$ cat src/verilog/tx_framer_pkg.sv
// constants and types shared by the transmit framer channel
`default_nettype none
package tx_framer_pkg;
    localparam int ADDR_W = 8;
    localparam logic [7:0] OFS_CTRL = 8'h00;
    localparam logic [7:0] OFS_STATUS = 8'h04;
    localparam logic [7:0] OFS_POS = 8'h08;
    // control word fields
    localparam int CB_FMT = 0;
    localparam int CB_CODE = 1;
    localparam int CB_EDGE = 3;
    localparam int CB_SYIN = 4;
    localparam int CB_SYOUT = 5;
    localparam int CB_MARK = 6;
    localparam int CB_GINV = 7;
    localparam int CB_XINV = 8;
    localparam int CB_FEBE = 9;
    localparam int CB_XALLOC = 16;
    localparam int CB_PALLOC = 24;
    localparam int ALLOC_W = 6;
    localparam logic [31:0] CTRL_RESET = 32'h0000_0000;
    // status fields
    localparam int SB_SYNCED = 0;
    localparam int SB_REALIGN = 1;
    localparam int SB_DRIVING = 2;
    // frame geometry
    localparam logic [2:0] DS3_LAST_SF = 3'h6;
    localparam logic [2:0] DS3_LAST_BLK = 3'h7;
    localparam logic [8:0] DS3_LAST_BIT = 9'h054;
    localparam logic [2:0] E3_LAST_SET = 3'h3;
    localparam logic [8:0] E3_LAST_BIT = 9'h17F;
    localparam logic [8:0] E3_FAS_BITS = 9'h00A;
    localparam logic [8:0] E3_JUST_BITS = 9'h004;
    localparam logic [8:0] E3_STUFF_END = 9'h008;
    localparam logic [9:0] E3_FAS_WORD = 10'h3D0;
    localparam logic [2:0] DS3_FEBE_SF = 3'h3;
    typedef enum logic {FMT_DS3 = 1'b0, FMT_E3 = 1'b1} frame_fmt_t;
    typedef enum logic [1:0] {
        CODE_BIPOLAR = 2'h0,
        CODE_AMI = 2'h1,
        CODE_NRZ = 2'h2
    } line_code_t;
    typedef enum logic [2:0] {
        GRP_NONE = 3'h0,
        GRP_FRAME = 3'h1,
        GRP_ALARM = 3'h2,
        GRP_PARITY = 3'h3,
        GRP_JUST = 3'h4,
        GRP_STUFF = 3'h5,
        GRP_FEBE = 3'h6
    } ovh_group_t;
    typedef enum logic [1:0] {
        MK_ZERO = 2'h0,
        MK_PULSE = 2'h1,
        MK_VIOL = 2'h2
    } mark_t;
    typedef enum logic [1:0] {SYNC_WAIT = 2'h0, SYNC_LOCKED = 2'h1} sync_state_t;
endpackage
`default_nettype wire

$ cat src/verilog/ds3_e3_tx_framer.sv
// one transmit framer channel: system side timing, line coding, apb registers
`timescale 1ns/1ns
`default_nettype none
// Contract
// - bipolar mode applies B3ZS or HDB3 substitution, marks on both rails
// - AMI mode alternates marks on both rails, never substitutes
// - NRZ mode sends unipolar data on positive rail, negative rail idle
// - each line bit lasts one line clock; edge select picks rising or falling
// - overhead clock pulses once per overhead bit allocated to the pin
// - overhead input sampled at tx clock fall after overhead clock pulse
// - gapped clock stops at overhead not carried with payload; both invertible
// - sync input enabled: pin is input, sampled on tx clock falling edge
// - alignment from last sync pulse held indefinitely
// - sync at predicted place keeps alignment, elsewhere forces realignment
// - realignment completes within one frame period
// - before first sync pulse both clocks held off as one long gap
// - sync sampled high after low marks same-edge payload bit as frame bit one
// - sync output enabled: pin driven, updated on tx clock rising edge
// - marker select 0: automatic frame start, rising between frames
// - marker select 1: low on every overhead bit, high on payload
// - DS3 frame start output falls after M3 of subframe 7
// - sync pin floats after reset until configured
// - G.751 frame start output falls after C11
module ds3_e3_tx_framer
    import tx_framer_pkg::*;
(
    // clock and reset
    input wire logic sys_clk,
    input wire logic rst,
    // apb slave
    input wire logic psel,
    input wire logic penable,
    input wire logic pwrite,
    input wire logic [tx_framer_pkg::ADDR_W-1:0] paddr,
    input wire logic [31:0] pwdata,
    input wire logic [3:0] pstrb,
    output logic [31:0] prdata,
    output logic pready,
    output logic pslverr,
    // system side
    input wire logic tx_input_clock,
    input wire logic tx_serial_payload_in,
    input wire logic ext_overhead_in,
    output logic gapped_payload_clock,
    output logic ext_overhead_clock,
    input wire logic frame_sync_pin_in,
    output logic frame_sync_pin_out,
    output logic frame_sync_pin_oe_n,
    // line side
    output logic line_pos_rail_out,
    output logic line_neg_rail_out,
    output logic line_clock_out
);
    import tx_framer_pkg::*;

    // overhead class of a bit position
    function automatic ovh_group_t ovhGroup(input logic fmt, input logic [2:0] sf,
            input logic [2:0] blk, input logic [8:0] bitIdx, input logic febeExt);
        ovh_group_t g;
        g = GRP_NONE;
        if (fmt == FMT_DS3) begin
            if (bitIdx == 9'h000) begin
                if (blk == 3'h0) begin
                    if (sf < 3'h2) begin
                        g = GRP_ALARM;
                    end else if (sf < 3'h4) begin
                        g = GRP_PARITY;
                    end else begin
                        g = GRP_FRAME;
                    end
                end else if (blk[0]) begin
                    g = GRP_FRAME;
                end else if (sf == DS3_FEBE_SF && febeExt) begin
                    g = GRP_FEBE;
                end else begin
                    g = GRP_JUST;
                end
            end else if (blk == DS3_LAST_BLK && bitIdx == 9'h001) begin
                g = GRP_STUFF;
            end
        end else begin
            if (blk == 3'h0) begin
                if (bitIdx < E3_FAS_BITS) begin
                    g = GRP_FRAME;
                end else if (bitIdx < E3_FAS_BITS + 9'h002) begin
                    g = GRP_ALARM;
                end
            end else if (bitIdx < E3_JUST_BITS) begin
                g = GRP_JUST;
            end else if (blk == E3_LAST_SET && bitIdx < E3_STUFF_END) begin
                g = GRP_STUFF;
            end
        end
        return g;
    endfunction

    // value of an internally generated overhead bit
    function automatic logic ovhValue(input logic fmt, input logic [2:0] sf,
            input logic [2:0] blk, input logic [8:0] bitIdx);
        logic v;
        v = 1'b0;
        if (fmt == FMT_DS3) begin
            if (blk == 3'h0) begin
                v = (sf < 3'h2) || (sf == 3'h5);
            end else if (blk[0]) begin
                v = (blk == 3'h1) || (blk == 3'h7);
            end
        end else if (blk == 3'h0 && bitIdx < E3_FAS_BITS) begin
            v = E3_FAS_WORD[4'(9 - bitIdx)];
        end else if (blk == 3'h0 && bitIdx == E3_FAS_BITS + 9'h001) begin
            v = 1'b1;
        end
        return v;
    endfunction

    function automatic logic allocated(input logic [ALLOC_W-1:0] mask, input ovh_group_t g);
        return (g != GRP_NONE) && mask[3'(g - GRP_FRAME)];
    endfunction

    // configuration, one copy per channel instance
    logic [31:0] ctrl;
    logic fmt;
    line_code_t lineCode;
    logic edgeSel, syncInEn, syncOutEn, markSel, gapInv, extInv, febeExt;
    logic [ALLOC_W-1:0] extAlloc, payAlloc;
    assign fmt = ctrl[CB_FMT];
    assign lineCode = line_code_t'(ctrl[CB_CODE+:2]);
    assign edgeSel = ctrl[CB_EDGE];
    assign syncInEn = ctrl[CB_SYIN];
    assign syncOutEn = ctrl[CB_SYOUT] & ~ctrl[CB_SYIN];
    assign markSel = ctrl[CB_MARK];
    assign gapInv = ctrl[CB_GINV];
    assign extInv = ctrl[CB_XINV];
    assign febeExt = ctrl[CB_FEBE];
    assign extAlloc = ctrl[CB_XALLOC+:ALLOC_W];
    assign payAlloc = ctrl[CB_PALLOC+:ALLOC_W];

    // pin synchronisers: first stage feeds only the second
    logic [3:0] pinMeta, pinSync;
    logic clkPrev, syncSampled;
    always_ff @(posedge sys_clk) begin
        if (rst) begin
            pinMeta <= 4'h0;
            pinSync <= 4'h0;
        end else begin
            pinMeta <= {frame_sync_pin_in, ext_overhead_in, tx_serial_payload_in,
                tx_input_clock};
            pinSync <= pinMeta;
        end
    end
    logic txClk, txRise, txFall, lineEdge;
    assign txClk = pinSync[0];
    assign txRise = txClk & ~clkPrev;
    assign txFall = ~txClk & clkPrev;
    assign lineEdge = edgeSel ? txFall : txRise;

    always_ff @(posedge sys_clk) begin
        if (rst) begin
            clkPrev <= 1'b0;
            line_clock_out <= 1'b0;
        end else begin
            clkPrev <= txClk;
            line_clock_out <= txClk;
        end
    end

    // frame position of the bit sampled at the next falling edge
    logic [2:0] posSf, posBlk;
    logic [8:0] posBit;
    logic [2:0] next_posSf, next_posBlk;
    logic [8:0] next_posBit;
    always_comb begin
        next_posSf = posSf;
        next_posBlk = posBlk;
        next_posBit = posBit + 9'h001;
        if (posBit == (fmt == FMT_DS3 ? DS3_LAST_BIT : E3_LAST_BIT)) begin
            next_posBit = 9'h000;
            next_posBlk = posBlk + 3'h1;
            if (posBlk == (fmt == FMT_DS3 ? DS3_LAST_BLK : E3_LAST_SET)) begin
                next_posBlk = 3'h0;
                next_posSf = (fmt == FMT_DS3 && posSf != DS3_LAST_SF) ? posSf + 3'h1 : 3'h0;
            end
        end
    end

    ovh_group_t grp;
    logic atStart;
    assign grp = ovhGroup(fmt, posSf, posBlk, posBit, febeExt);
    assign atStart = (posSf == 3'h0) && (posBlk == 3'h0) && (posBit == 9'h000);

    // sync input tracking
    sync_state_t syncState;
    logic syncRise, realigned;
    assign syncRise = syncInEn & txFall & pinSync[3] & ~syncSampled;

    always_ff @(posedge sys_clk) begin
        if (rst) begin
            syncSampled <= 1'b1;
        end else if (txFall) begin
            syncSampled <= pinSync[3];
        end
    end

    always_ff @(posedge sys_clk) begin
        if (rst) begin
            syncState <= SYNC_WAIT;
        end else begin
            case (syncState)
                SYNC_WAIT: begin
                    if (syncRise) begin
                        syncState <= SYNC_LOCKED;
                    end
                end
                SYNC_LOCKED: begin
                    // held with no further pulses while input mode stays on
                    if (!syncInEn) begin
                        syncState <= SYNC_WAIT;
                    end
                end
                default: syncState <= SYNC_WAIT;
            endcase
        end
    end

    logic running;
    assign running = !syncInEn || (syncState == SYNC_LOCKED);

    always_ff @(posedge sys_clk) begin
        if (rst) begin
            posSf <= 3'h0;
            posBlk <= 3'h0;
            posBit <= 9'h000;
        end else if (syncRise) begin
            // bit taken at this edge is frame bit one
            // at the predicted place this equals the free-run step
            // and a foreign place realigns at once, well inside a frame
            posSf <= 3'h0;
            posBlk <= 3'h0;
            posBit <= 9'h001;
        end else if (txFall && running) begin
            posSf <= next_posSf;
            posBlk <= next_posBlk;
            posBit <= next_posBit;
        end
    end

    // realignment event from a misplaced pulse
    assign realigned = syncRise && (syncState == SYNC_LOCKED) && !atStart;

    // bit selection at the falling edge
    logic txBit;
    always_ff @(posedge sys_clk) begin
        if (rst) begin
            txBit <= 1'b0;
        end else if (txFall) begin
            if (grp == GRP_NONE || allocated(payAlloc, grp)) begin
                txBit <= pinSync[1];
            end else if (allocated(extAlloc, grp)) begin
                txBit <= pinSync[2];
            end else begin
                txBit <= ovhValue(fmt, posSf, posBlk, posBit);
            end
        end
    end

    // gapped and overhead clocks follow the tx clock through a gate
    logic payGate, extGate;
    assign payGate = running && (grp == GRP_NONE || allocated(payAlloc, grp));
    assign extGate = running && allocated(extAlloc, grp) && !allocated(payAlloc, grp);
    always_ff @(posedge sys_clk) begin
        if (rst) begin
            gapped_payload_clock <= 1'b0;
            ext_overhead_clock <= 1'b0;
        end else begin
            gapped_payload_clock <= (txClk & payGate) ^ gapInv;
            ext_overhead_clock <= (txClk & extGate) ^ extInv;
        end
    end

    // sync output, floating until a direction is chosen
    logic frameHigh;
    always_comb begin
        if (fmt == FMT_DS3) begin
            frameHigh = (posSf < DS3_LAST_SF) || (posBlk == 3'h0 && posBit == 9'h000);
        end else begin
            frameHigh = (posBlk == 3'h0) || (posBlk == 3'h1 && posBit == 9'h000);
        end
    end
    always_ff @(posedge sys_clk) begin
        if (rst) begin
            frame_sync_pin_out <= 1'b0;
            frame_sync_pin_oe_n <= 1'b1;
        end else begin
            frame_sync_pin_oe_n <= ~syncOutEn;
            if (txRise) begin
                // marker mode low on all overhead, frame mode high through frame head
                frame_sync_pin_out <= markSel ? (grp == GRP_NONE) : frameHigh;
            end
        end
    end

    // line coder: four-stage look-ahead so a zero run can be rewritten
    mark_t encPipe [4];
    logic bParity, lastNeg, runZero, subst, insertB, negNow;
    assign runZero = !txBit && encPipe[0] == MK_ZERO && encPipe[1] == MK_ZERO
        && (fmt == FMT_DS3 || encPipe[2] == MK_ZERO);
    assign subst = (lineCode == CODE_BIPOLAR) && runZero;
    assign insertB = subst && !bParity;
    assign negNow = (encPipe[3] == MK_VIOL) ? lastNeg : ~lastNeg;

    always_ff @(posedge sys_clk) begin
        if (rst) begin
            for (int i = 0; i < 4; i++) begin
                encPipe[i] <= MK_ZERO;
            end
            bParity <= 1'b0;
        end else if (lineEdge) begin
            encPipe[0] <= subst ? MK_VIOL : (txBit ? MK_PULSE : MK_ZERO);
            encPipe[1] <= encPipe[0];
            encPipe[2] <= (insertB && fmt == FMT_DS3) ? MK_PULSE : encPipe[1];
            encPipe[3] <= (insertB && fmt == FMT_E3) ? MK_PULSE : encPipe[2];
            bParity <= subst ? 1'b0 : bParity ^ txBit;
        end
    end

    always_ff @(posedge sys_clk) begin
        if (rst) begin
            line_pos_rail_out <= 1'b0;
            line_neg_rail_out <= 1'b0;
            lastNeg <= 1'b1;
        end else if (lineEdge) begin
            if (lineCode == CODE_NRZ) begin
                line_pos_rail_out <= encPipe[3] != MK_ZERO;
                line_neg_rail_out <= 1'b0;
            end else begin
                line_pos_rail_out <= encPipe[3] != MK_ZERO && !negNow;
                line_neg_rail_out <= encPipe[3] != MK_ZERO && negNow;
                if (encPipe[3] != MK_ZERO) begin
                    lastNeg <= negNow;
                end
            end
        end
    end

    // apb slave, zero wait states
    logic apbAccess, apbWrite, hitCtrl, hitStatus, hitPos;
    logic realignSticky;
    assign apbAccess = psel & penable;
    assign apbWrite = apbAccess & pwrite;
    assign hitCtrl = paddr == OFS_CTRL;
    assign hitStatus = paddr == OFS_STATUS;
    assign hitPos = paddr == OFS_POS;
    assign pready = 1'b1;
    assign pslverr = apbAccess & ~(hitCtrl | hitStatus | hitPos);

    always_ff @(posedge sys_clk) begin
        if (rst) begin
            ctrl <= CTRL_RESET;
        end else if (apbWrite && hitCtrl) begin
            for (int i = 0; i < 4; i++) begin
                if (pstrb[i]) begin
                    ctrl[i*8+:8] <= pwdata[i*8+:8];
                end
            end
        end
    end

    // a new realignment in the clearing cycle keeps the flag set
    always_ff @(posedge sys_clk) begin
        if (rst) begin
            realignSticky <= 1'b0;
        end else if (realigned) begin
            realignSticky <= 1'b1;
        end else if (apbWrite && hitStatus && pstrb[0] && pwdata[SB_REALIGN]) begin
            realignSticky <= 1'b0;
        end
    end

    always_comb begin
        prdata = 32'h0000_0000;
        if (apbAccess && !pwrite) begin
            if (hitCtrl) begin
                prdata = ctrl;
            end else if (hitStatus) begin
                prdata[SB_SYNCED] = running;
                prdata[SB_REALIGN] = realignSticky;
                prdata[SB_DRIVING] = ~frame_sync_pin_oe_n;
            end else if (hitPos) begin
                prdata[8:0] = posBit;
                prdata[18:16] = posBlk;
                prdata[26:24] = posSf;
            end
        end
    end
endmodule
`default_nettype wire

$ cat config.mk
export PLATFORM = sky130hd
export DESIGN_NAME = ds3_e3_tx_framer
export DESIGN_NICKNAME = d
export VERILOG_FILES = /design/src/verilog/tx_framer_pkg.sv /design/src/verilog/ds3_e3_tx_framer.sv
export SDC_FILE = /design/constraint.sdc
export NUM_CORES = 1
export LEC_CHECK = 0
export BUFFER_PORTS_ARGS = -buffer_cell sky130_fd_sc_hd__buf_2
export CAP_MARGIN = 20
export CORE_MARGIN = 2
export CORE_UTILIZATION = 54
export DETAILED_ROUTE_END_ITERATION = 10
export HOLD_SLACK_MARGIN = 0.06
export PLACE_DENSITY = 0.8
export SLEW_MARGIN = 20
export SYNTH_ARGS = -nofsm -noshare
export SYNTH_HDL_FRONTEND = slang
export SYNTH_SLANG_ARGS = --single-unit
$ cat constraint.sdc
create_clock -name sys_clk -period 4.7 [get_ports sys_clk]
set_input_delay 0 -clock sys_clk [delete_from_list [all_inputs] [get_ports sys_clk]]
set_output_delay 0 -clock sys_clk [all_outputs]
set_load 0.05 [all_outputs]
==> results.yml, run 1 <==
outcome:
  status: "finished clean"
critical_path:
  timing.setup.critical_path_class: "register to register"
  critPathLaunchType: "register"
  reg2reg_depth: 14
  minimum_setup_slack_among_reg_to_reg_paths_ps: 680
  crit-reg2reg-launch: "posBlk[0]"
  critical_path_required_ps: 4890
  cp_cell_sequence: "inv_1, ha_1, nor2b_1, mux2_4, o211a_4, or2_4, inv_4, ha_1, mux2_2, or3_1, a32oi_1, mux2_1, mux2i_1, a211oi_1"
  critical_path.top_delay_family: "multiplexers"
  r2r-end: "txBit"
  crit_path_max_fanout: 9
  worst-endpoint-arrival_ps: 4210
  worstSetupPathDepth: 14
  cpMostUsedCell: "ha_1"
  slowest_stage: "dfxtp_1"
  crit_path_max_incr_delay_ps: 400
  critical_path_buf_inv_count: 2
  worst_setup_path_end_kind: "register"
worst_hold_path:
  hold_path_startpoint: "pwrite"
  timing.hold.worst.class: "input port to register"
  whs_endpoint: "realignSticky"
  worstHoldPathCells: 4
logic_synthesis:
  synth_area_leaders: "dfxtp_1 33%, edfxtp_1 5.8%, a21oi_1 5.6%"
  synthDominantAreaCellType: "dfxtp_1"
  synth_enable_flop_cells: 8
  synth_most_common_cell: "dfxtp_1"
  syn-instance-count: 502
  synth_xor_area_frac: 0.0212
  postSynth.asyncResetShare: 0
  avgSynthCellArea_sq_um: 8.23
  yosys-mux-area-fraction: 0.0508
  synthesis_warnings: 0
  synth_top_area_share: 0.329
  synth_fa_ha_area_frac: 0.0515
  seq_cells_post_synth: 76
  synthFlopType: "dfxtp_1"
  ys_seq_area_frac: 0.387
  synthesis.nets: 572
  yosys.area_share.simple: 0.286
  cell_area_after_synthesis_sq_um: 4130
  synth_top_family_by_area: "simple AND/OR/NAND/NOR gates"
  synth.lib_cells_used.distinct: 65
  synth-compound-area-share: 0.161
  netlist_top_cells_count: "68 x dfxtp_1, 59 x nor2_1, 51 x nand2_1, 46 x a21oi_1, 35 x nand3_1"
die:
  y_dimension_of_the_die_microns: 91.5
  die_x_microns: 91.5
  core_region_area_sq_um: 7330
  boundaryPins: 94
  fp-row-count: 31
  initial_core_util: 0.564
  die_area_sq_um: 8370
global_route:
  busiest_layer: "met2"
  track_usage: 0.306
  m3_gr_usage: 0.0714
  grt.met1_usage: 0.355
  grt_util_met2: 0.531
  globalRouteOverflowTotal: 0
  number_of_antenna_violations_at_the_first_check_in_global_routing: 0
  grt_first_pass_wirelength_microns: 20300
  grt_start_max_net_pins: 61
  grt_pass1_vias: 4175
clock_network:
  root_buffer: "clkbuf_8"
  cts_tree: "yes"
  h_tree_lvl_count: 3
  clk_pin_slew_ps: 80
  cts_post_setup_buffers_inserted: 0
  cts.path.max_buffers: 2
  numCtsBuffers: 9
  cts.sinks: 76
  insertion_delay_ps: 360
  ctsResizeCount: 0
placement:
  place.detailed.hpwl_microns: 7530
  gp_congestion: 0.912
  dpl_cell_area_sq_um: 4630
  portBuffers: 92
route:
  number_of_vias_in_the_routed_layout: 4258
  drt_first_pass_iters: 5
  drtAntennaViolNets: 0
  detail_route.wirelength_microns: 12700
  post_drt_wl_per_cell_microns: 17.1
  avgViaCountPerCell: 5.72
  detail_route.drc_violations: 0
  detailedRoute.firstIterationViolations: 287
sta:
  rsz_0062_raised_after_global_routing: "false"
  finalHoldViolations: 0
  tns_ps: 0
  finalMaxSlewViolations: 0
  timing.fmax_mhz: 249
  finalClockSkew_ps: 8.52
  max_slew.worst_pin.slew_ps: 1070
  final_period_minus_worst_setup_slack_ps: 4020
  setup_violations: 0
  slew-limit-headroom: 0.288
  final.period_utilization: 0.855
power_and_ir_drop:
  cellPowerDensity_nw_per_um2: 230
  p_leak_nw: 2.15
  seqPwrFrac: 0.540
  totalPowerFinal_mw: 1.24
  p_comb_frac: 0.092
  switchingPower_mw: 0.327
  peakVddDrop_mv: 0.205
  power_report.internal_total_mw: 0.912
  p_sw_frac: 0.264
  power_frac_clock: 0.369
final_layout:
  antenna_cells: 0
  finalNetCount: 710
  nFillCells: 504
  final_design_area_no_fill_sq_um: 5400
  share_of_post_route_cells_with_drive_strength_above_1: 0.200
  area.growth.synth_to_final_pct: 30.6
job:
  maxCapViolCount: 0
[layout make-up]
cell class | count | area, sq um | area share
Tap cell | 99 | 124 | 0.0229
Clock buffer | 9 | 124 | 0.0229
Timing Repair Buffer | 155 | 1080 | 0.201
Clock inverter | 7 | 48.8 | 0.00904
Inverter | 13 | 51.3 | 0.00950
Sequential cell | 76 | 1600 | 0.297
Multi-Input combinational cell | 385 | 2370 | 0.438
[through the flow]
stage	hold slack, ps	utilization	instances	setup WS (ps)
after detailed placement	218	0.631	668	773
after global routing	100	0.736	744	516
after CTS	62.3	0.736	744	773
final	87.0	0.736	744	683
after global placement	208	0.631	668	891
after floorplan	128	-	502	1130
[power by group through the flow]
stage                     Clock [mW]  Sequential [mW]  Combinational [mW]
after CTS                      0.461            0.669               0.109
final                          0.457            0.669               0.113
after global routing           0.492            0.670               0.122
after floorplan                    0            0.686              0.0512
after global placement             0            0.684              0.0830
after detailed placement           0            0.684              0.0857
[cell usage in the layout, fill, tap and decap left out, drive strengths merged, types with 2 or more instances in the layout]
cell type,n
xor2,6
a21oi,46
clkinv,5
inv,15
a32oi,2
o31ai,2
nor2b,20
nor3,13
nor4,5
mux2,5
nand2b,7
nor3b,2
xnor2,4
or3b,3
or2,4
or3,3
dfxtp,68
nor2,59
a311oi,2
a22oi,12
o21ai,9
clkbuf,9
nand2,51
buf,95
o21a,2
o211ai,2
a31oi,5
mux2i,15
a211o,2
and3,2
or4,2
ha,17
o211a,2
and2,24
dlygate4sd3,60
nand3,35
a211oi,3
edfxtp,8
o22ai,2
nand4,5
[routing by layer]
metal	up-vias	wire length (microns)	part of all wire
li1	2035	-	-
met1	1970	4880	0.38
met2	205	6350	0.50
met3	48	990	0.078
met4	0	467	0.037
met5	-	0	0
[tightest hold or removal path, stage by stage]
cell     delay [ps]
buf_2           110
nand4_1          80
o41ai_1          80
a21oi_1         130
[sequential cells by signal, summed over array words and instances, names as in the netlist, 3 cells and up]
register	count
pinSync	4
pinMeta	4
posBit	9
posBlk	3
posSf	3
ctrl	32
encPipe	8
[logic make-up after synthesis]
family / count (synthesis)
other: 1
DFF: 76
adders and majority gates: 17
AOI/OAI and AO/OA: 100
buffers and inverters: 41
xor gates and xnor gates: 10
muxes: 20
and+or+nand+nor: 237
[worst max-delay path by stage]
stage                     slack (ps)  startpoint     to
after global placement           890   posBlk[0]  txBit
after floorplan                 1130   posBlk[0]  txBit
after global routing             520   posBlk[0]  txBit
after CTS                        770   posBlk[0]  txBit
after detailed placement         770   posBlk[0]  txBit
final                            680   posBlk[0]  txBit
[what timing repair did]
item | CTS | global route
endpoints found under the hold margin | 37 | 0
hold buffers | 60 | 0
endpoints found under the setup margin | 0 | 0
No activity file was read; power rests on OpenSTA's default activity.
==> inputs of run 2 (changes only) <==
ABC_AREA = 1   (was default)
CORE_UTILIZATION = 56   (was 54)
CTS_BUF_LIST = sky130_fd_sc_hd__clkbuf_2 sky130_fd_sc_hd__clkbuf_4 sky130_fd_sc_hd__clkbuf_8   (was default)
PLACE_DENSITY = 0.82   (was 0.8)
==> results.yml, run 2 <==
sta:
  finalClockSkew_ps: 12.2
  max_slew.worst_pin.slew_ps: 1070
  finalMaxSlewViolations: 0
  setup_violations: 0
  rsz_0062_raised_after_global_routing: "false"
  tns_ps: 0
  timing.fmax_mhz: 360
  final.period_utilization: 0.591
  finalHoldViolations: 0
  final_period_minus_worst_setup_slack_ps: 2780
  slew-limit-headroom: 0.283
logic_synthesis:
  postSynth.asyncResetShare: 0
  syn-instance-count: 577
  netlist_top_cells_count: "83 x nand2_1, 76 x inv_1, 68 x a21oi_1, 68 x dfxtp_1, 58 x nor2_1"
  synthesis.nets: 647
  synth.lib_cells_used.distinct: 44
  cell_area_after_synthesis_sq_um: 4150
  synth_top_area_share: 0.328
  synth_enable_flop_cells: 8
  synth_area_leaders: "dfxtp_1 33%, a21oi_1 8.2%, nand2_1 7.5%"
  synthFlopType: "dfxtp_1"
  synthesis_warnings: 0
  avgSynthCellArea_sq_um: 7.19
  synthDominantAreaCellType: "dfxtp_1"
  synth_most_common_cell: "nand2_1"
  seq_cells_post_synth: 76
  ys_seq_area_frac: 0.386
critical_path:
  worst-endpoint-arrival_ps: 3050
  cp_cell_sequence: "ha_1, ha_1, nand3_1, nor2_1, nand2_1, nand3_4, nand2_4, ha_1, ha_1, nor2_1, nand3_1, nand2_1, nand2_1, nor2_2, nand2_1, nand2_1, nor2_1"
  crit_path_max_incr_delay_ps: 460
  worst_setup_path_end_kind: "register"
  critical_path.top_delay_family: "simple AND/OR/NAND/NOR gates"
  crit_path_start: "posBlk[0]"
  crit-reg2reg-launch: "posBlk[0]"
  timing.setup.critical_path_class: "register to register"
  cpMostUsedCell: "nand2_1"
  slowest_stage: "dfxtp_1"
  crit_path_max_fanout: 7
  critPathLaunchType: "register"
  critical_path_required_ps: 4970
  critical_path_buf_inv_count: 0
placement:
  place.detailed.hpwl_microns: 8820
  gp_congestion: 0.970
  portBuffers: 92
  dpl_cell_area_sq_um: 4640
power_and_ir_drop:
  p_leak_nw: 2.30
  totalPowerFinal_mw: 1.31
  peakVddDrop_mv: 0.219
  cellPowerDensity_nw_per_um2: 246
route:
  drt_first_pass_iters: 5
  detailedRoute.firstIterationViolations: 361
  drtAntennaViolNets: 0
  avgViaCountPerCell: 5.54
  detail_route.drc_violations: 0
  post_drt_wl_per_cell_microns: 15.9
  number_of_vias_in_the_routed_layout: 4490
  detail_route.wirelength_microns: 12900
clock_network:
  insertion_delay_ps: 360
  h_tree_lvl_count: 3
  cts_tree: "yes"
  clk_pin_slew_ps: 90
  root_buffer: "clkbuf_8"
  numCtsBuffers: 9
  cts.sinks: 76
  cts.path.max_buffers: 2
  ctsResizeCount: 0
job:
  maxCapViolCount: 0
worst_hold_path:
  timing.hold.worst.class: "input port to register"
  hold_path_startpoint: "pstrb[1]"
die:
  initial_core_util: 0.575
  die_x_microns: 90.1
  fp-row-count: 31
  boundaryPins: 94
  core_region_area_sq_um: 7210
  y_dimension_of_the_die_microns: 90.1
  die_area_sq_um: 8110
final_layout:
  antenna_cells: 0
  reg.largest.list: "ctrl (32), posBit (9), encPipe (8)"
  final_design_area_no_fill_sq_um: 5300
  fin_util: 0.735
  area.growth.synth_to_final_pct: 27.9
  share_of_post_route_cells_with_drive_strength_above_1: 0.199
  nFillCells: 566
  largest_register: "ctrl"
  largest_register_ffs: 32
  layout.cells.most_common: "buf_2"
  finalNetCount: 777
  commonest_cells_after_routing_fill_and_taps_aside: "92 x buf_2, 83 x nand2_1, 76 x inv_1"
global_route:
  number_of_antenna_violations_at_the_first_check_in_global_routing: 0
  grt_first_pass_wirelength_microns: 20800
  grt_pass1_vias: 4268
  globalRouteOverflowTotal: 0
  grt_start_max_net_pins: 36
  track_usage: 0.318
outcome:
  status: "finished clean"
run 2: cell types whose count changed after synthesis, sizes merged, moves of 5 or more:
cell / previous run / this run
nand2: 51 / 93
mux2i: 15 / 1
a22oi: 12 / 0
nor3: 13 / 30
nor2: 59 / 66
a21oi: 46 / 69
o21ai: 9 / 39
and2: 24 / 0
clkbuf: 24 / 11
nand2b: 7 / 0
nor2b: 20 / 0
nand3: 35 / 48
mux2: 5 / 0
inv: 12 / 85
run 2: stage by stage:
stage	worst slack (ps)	instances	hold slack (ps)
after global routing	1650	811	126
after detailed placement	1990	749	205
after floorplan	2280	577	69.1
after CTS	1970	811	82.5
after global placement	2110	749	198
final	1920	811	101
run 2: kinds of logic after synthesis:
family                     after synthesis  share of synthesized area
and+or+nand+nor                        247                      0.280
AOI/OAI and AO/OA                      126                      0.166
buffers and inverters                  104                      0.103
DFF                                     76                      0.386
adders and majority gates               17                     0.0513
xor gates and xnor gates                 5                     0.0106
other                                    1                   0.000904
muxes                                    1                    0.00241
run 2: path summary, 6_finish.rpt:
| check | endpoint | slack [ps] | cells past startpoint |
|---|---|---|---|
| worst min register to register | pinSync[1] | 410 | 2 |
| worst max-delay path | ext_overhead_clock | 1920 | 17 |
| worst min-delay path | ctrl[14] | 100 | 3 |
| worst max register to register | ext_overhead_clock | 1920 | 17 |
run 2: tightest hold or removal path: stages:
cell and delay [ps]:
buf_2 120, nand2_2 200, a21oi_1 100
run 2: area by class of cell:
type                       count  area [sq um]  area share
multi-input combinational    397          2130       0.402
sequential                    76          1600       0.302
timing repair buffer         138           921       0.174
inverter                      85           324      0.0611
clock buffer                   9           124      0.0234
tap                           99           124      0.0234
clock inverter                 7          75.1      0.0142
run 2: timing repair:
item | CTS | global route
buffers inserted | 0 | 0
setup endpoints to repair | 0 | 0
hold buffers | 46 | 0
endpoints found under the hold margin | 38 | 0
run 2: power by group:
part           internal (mW)  total [mW]  switching [mW]
Clock                  0.248       0.514           0.266
Sequential             0.664       0.669         0.00510
Combinational         0.0556       0.124          0.0681
Total                  0.967        1.31           0.339
run 2: per-layer routing:
layer,track usage,vias to the layer above,part of all wire
met5,0,-,0
met4,0.122,0,0.029
met3,0.0486,30,0.071
met2,0.556,222,0.49
met1,0.395,2070,0.41
li1,-,2168,-
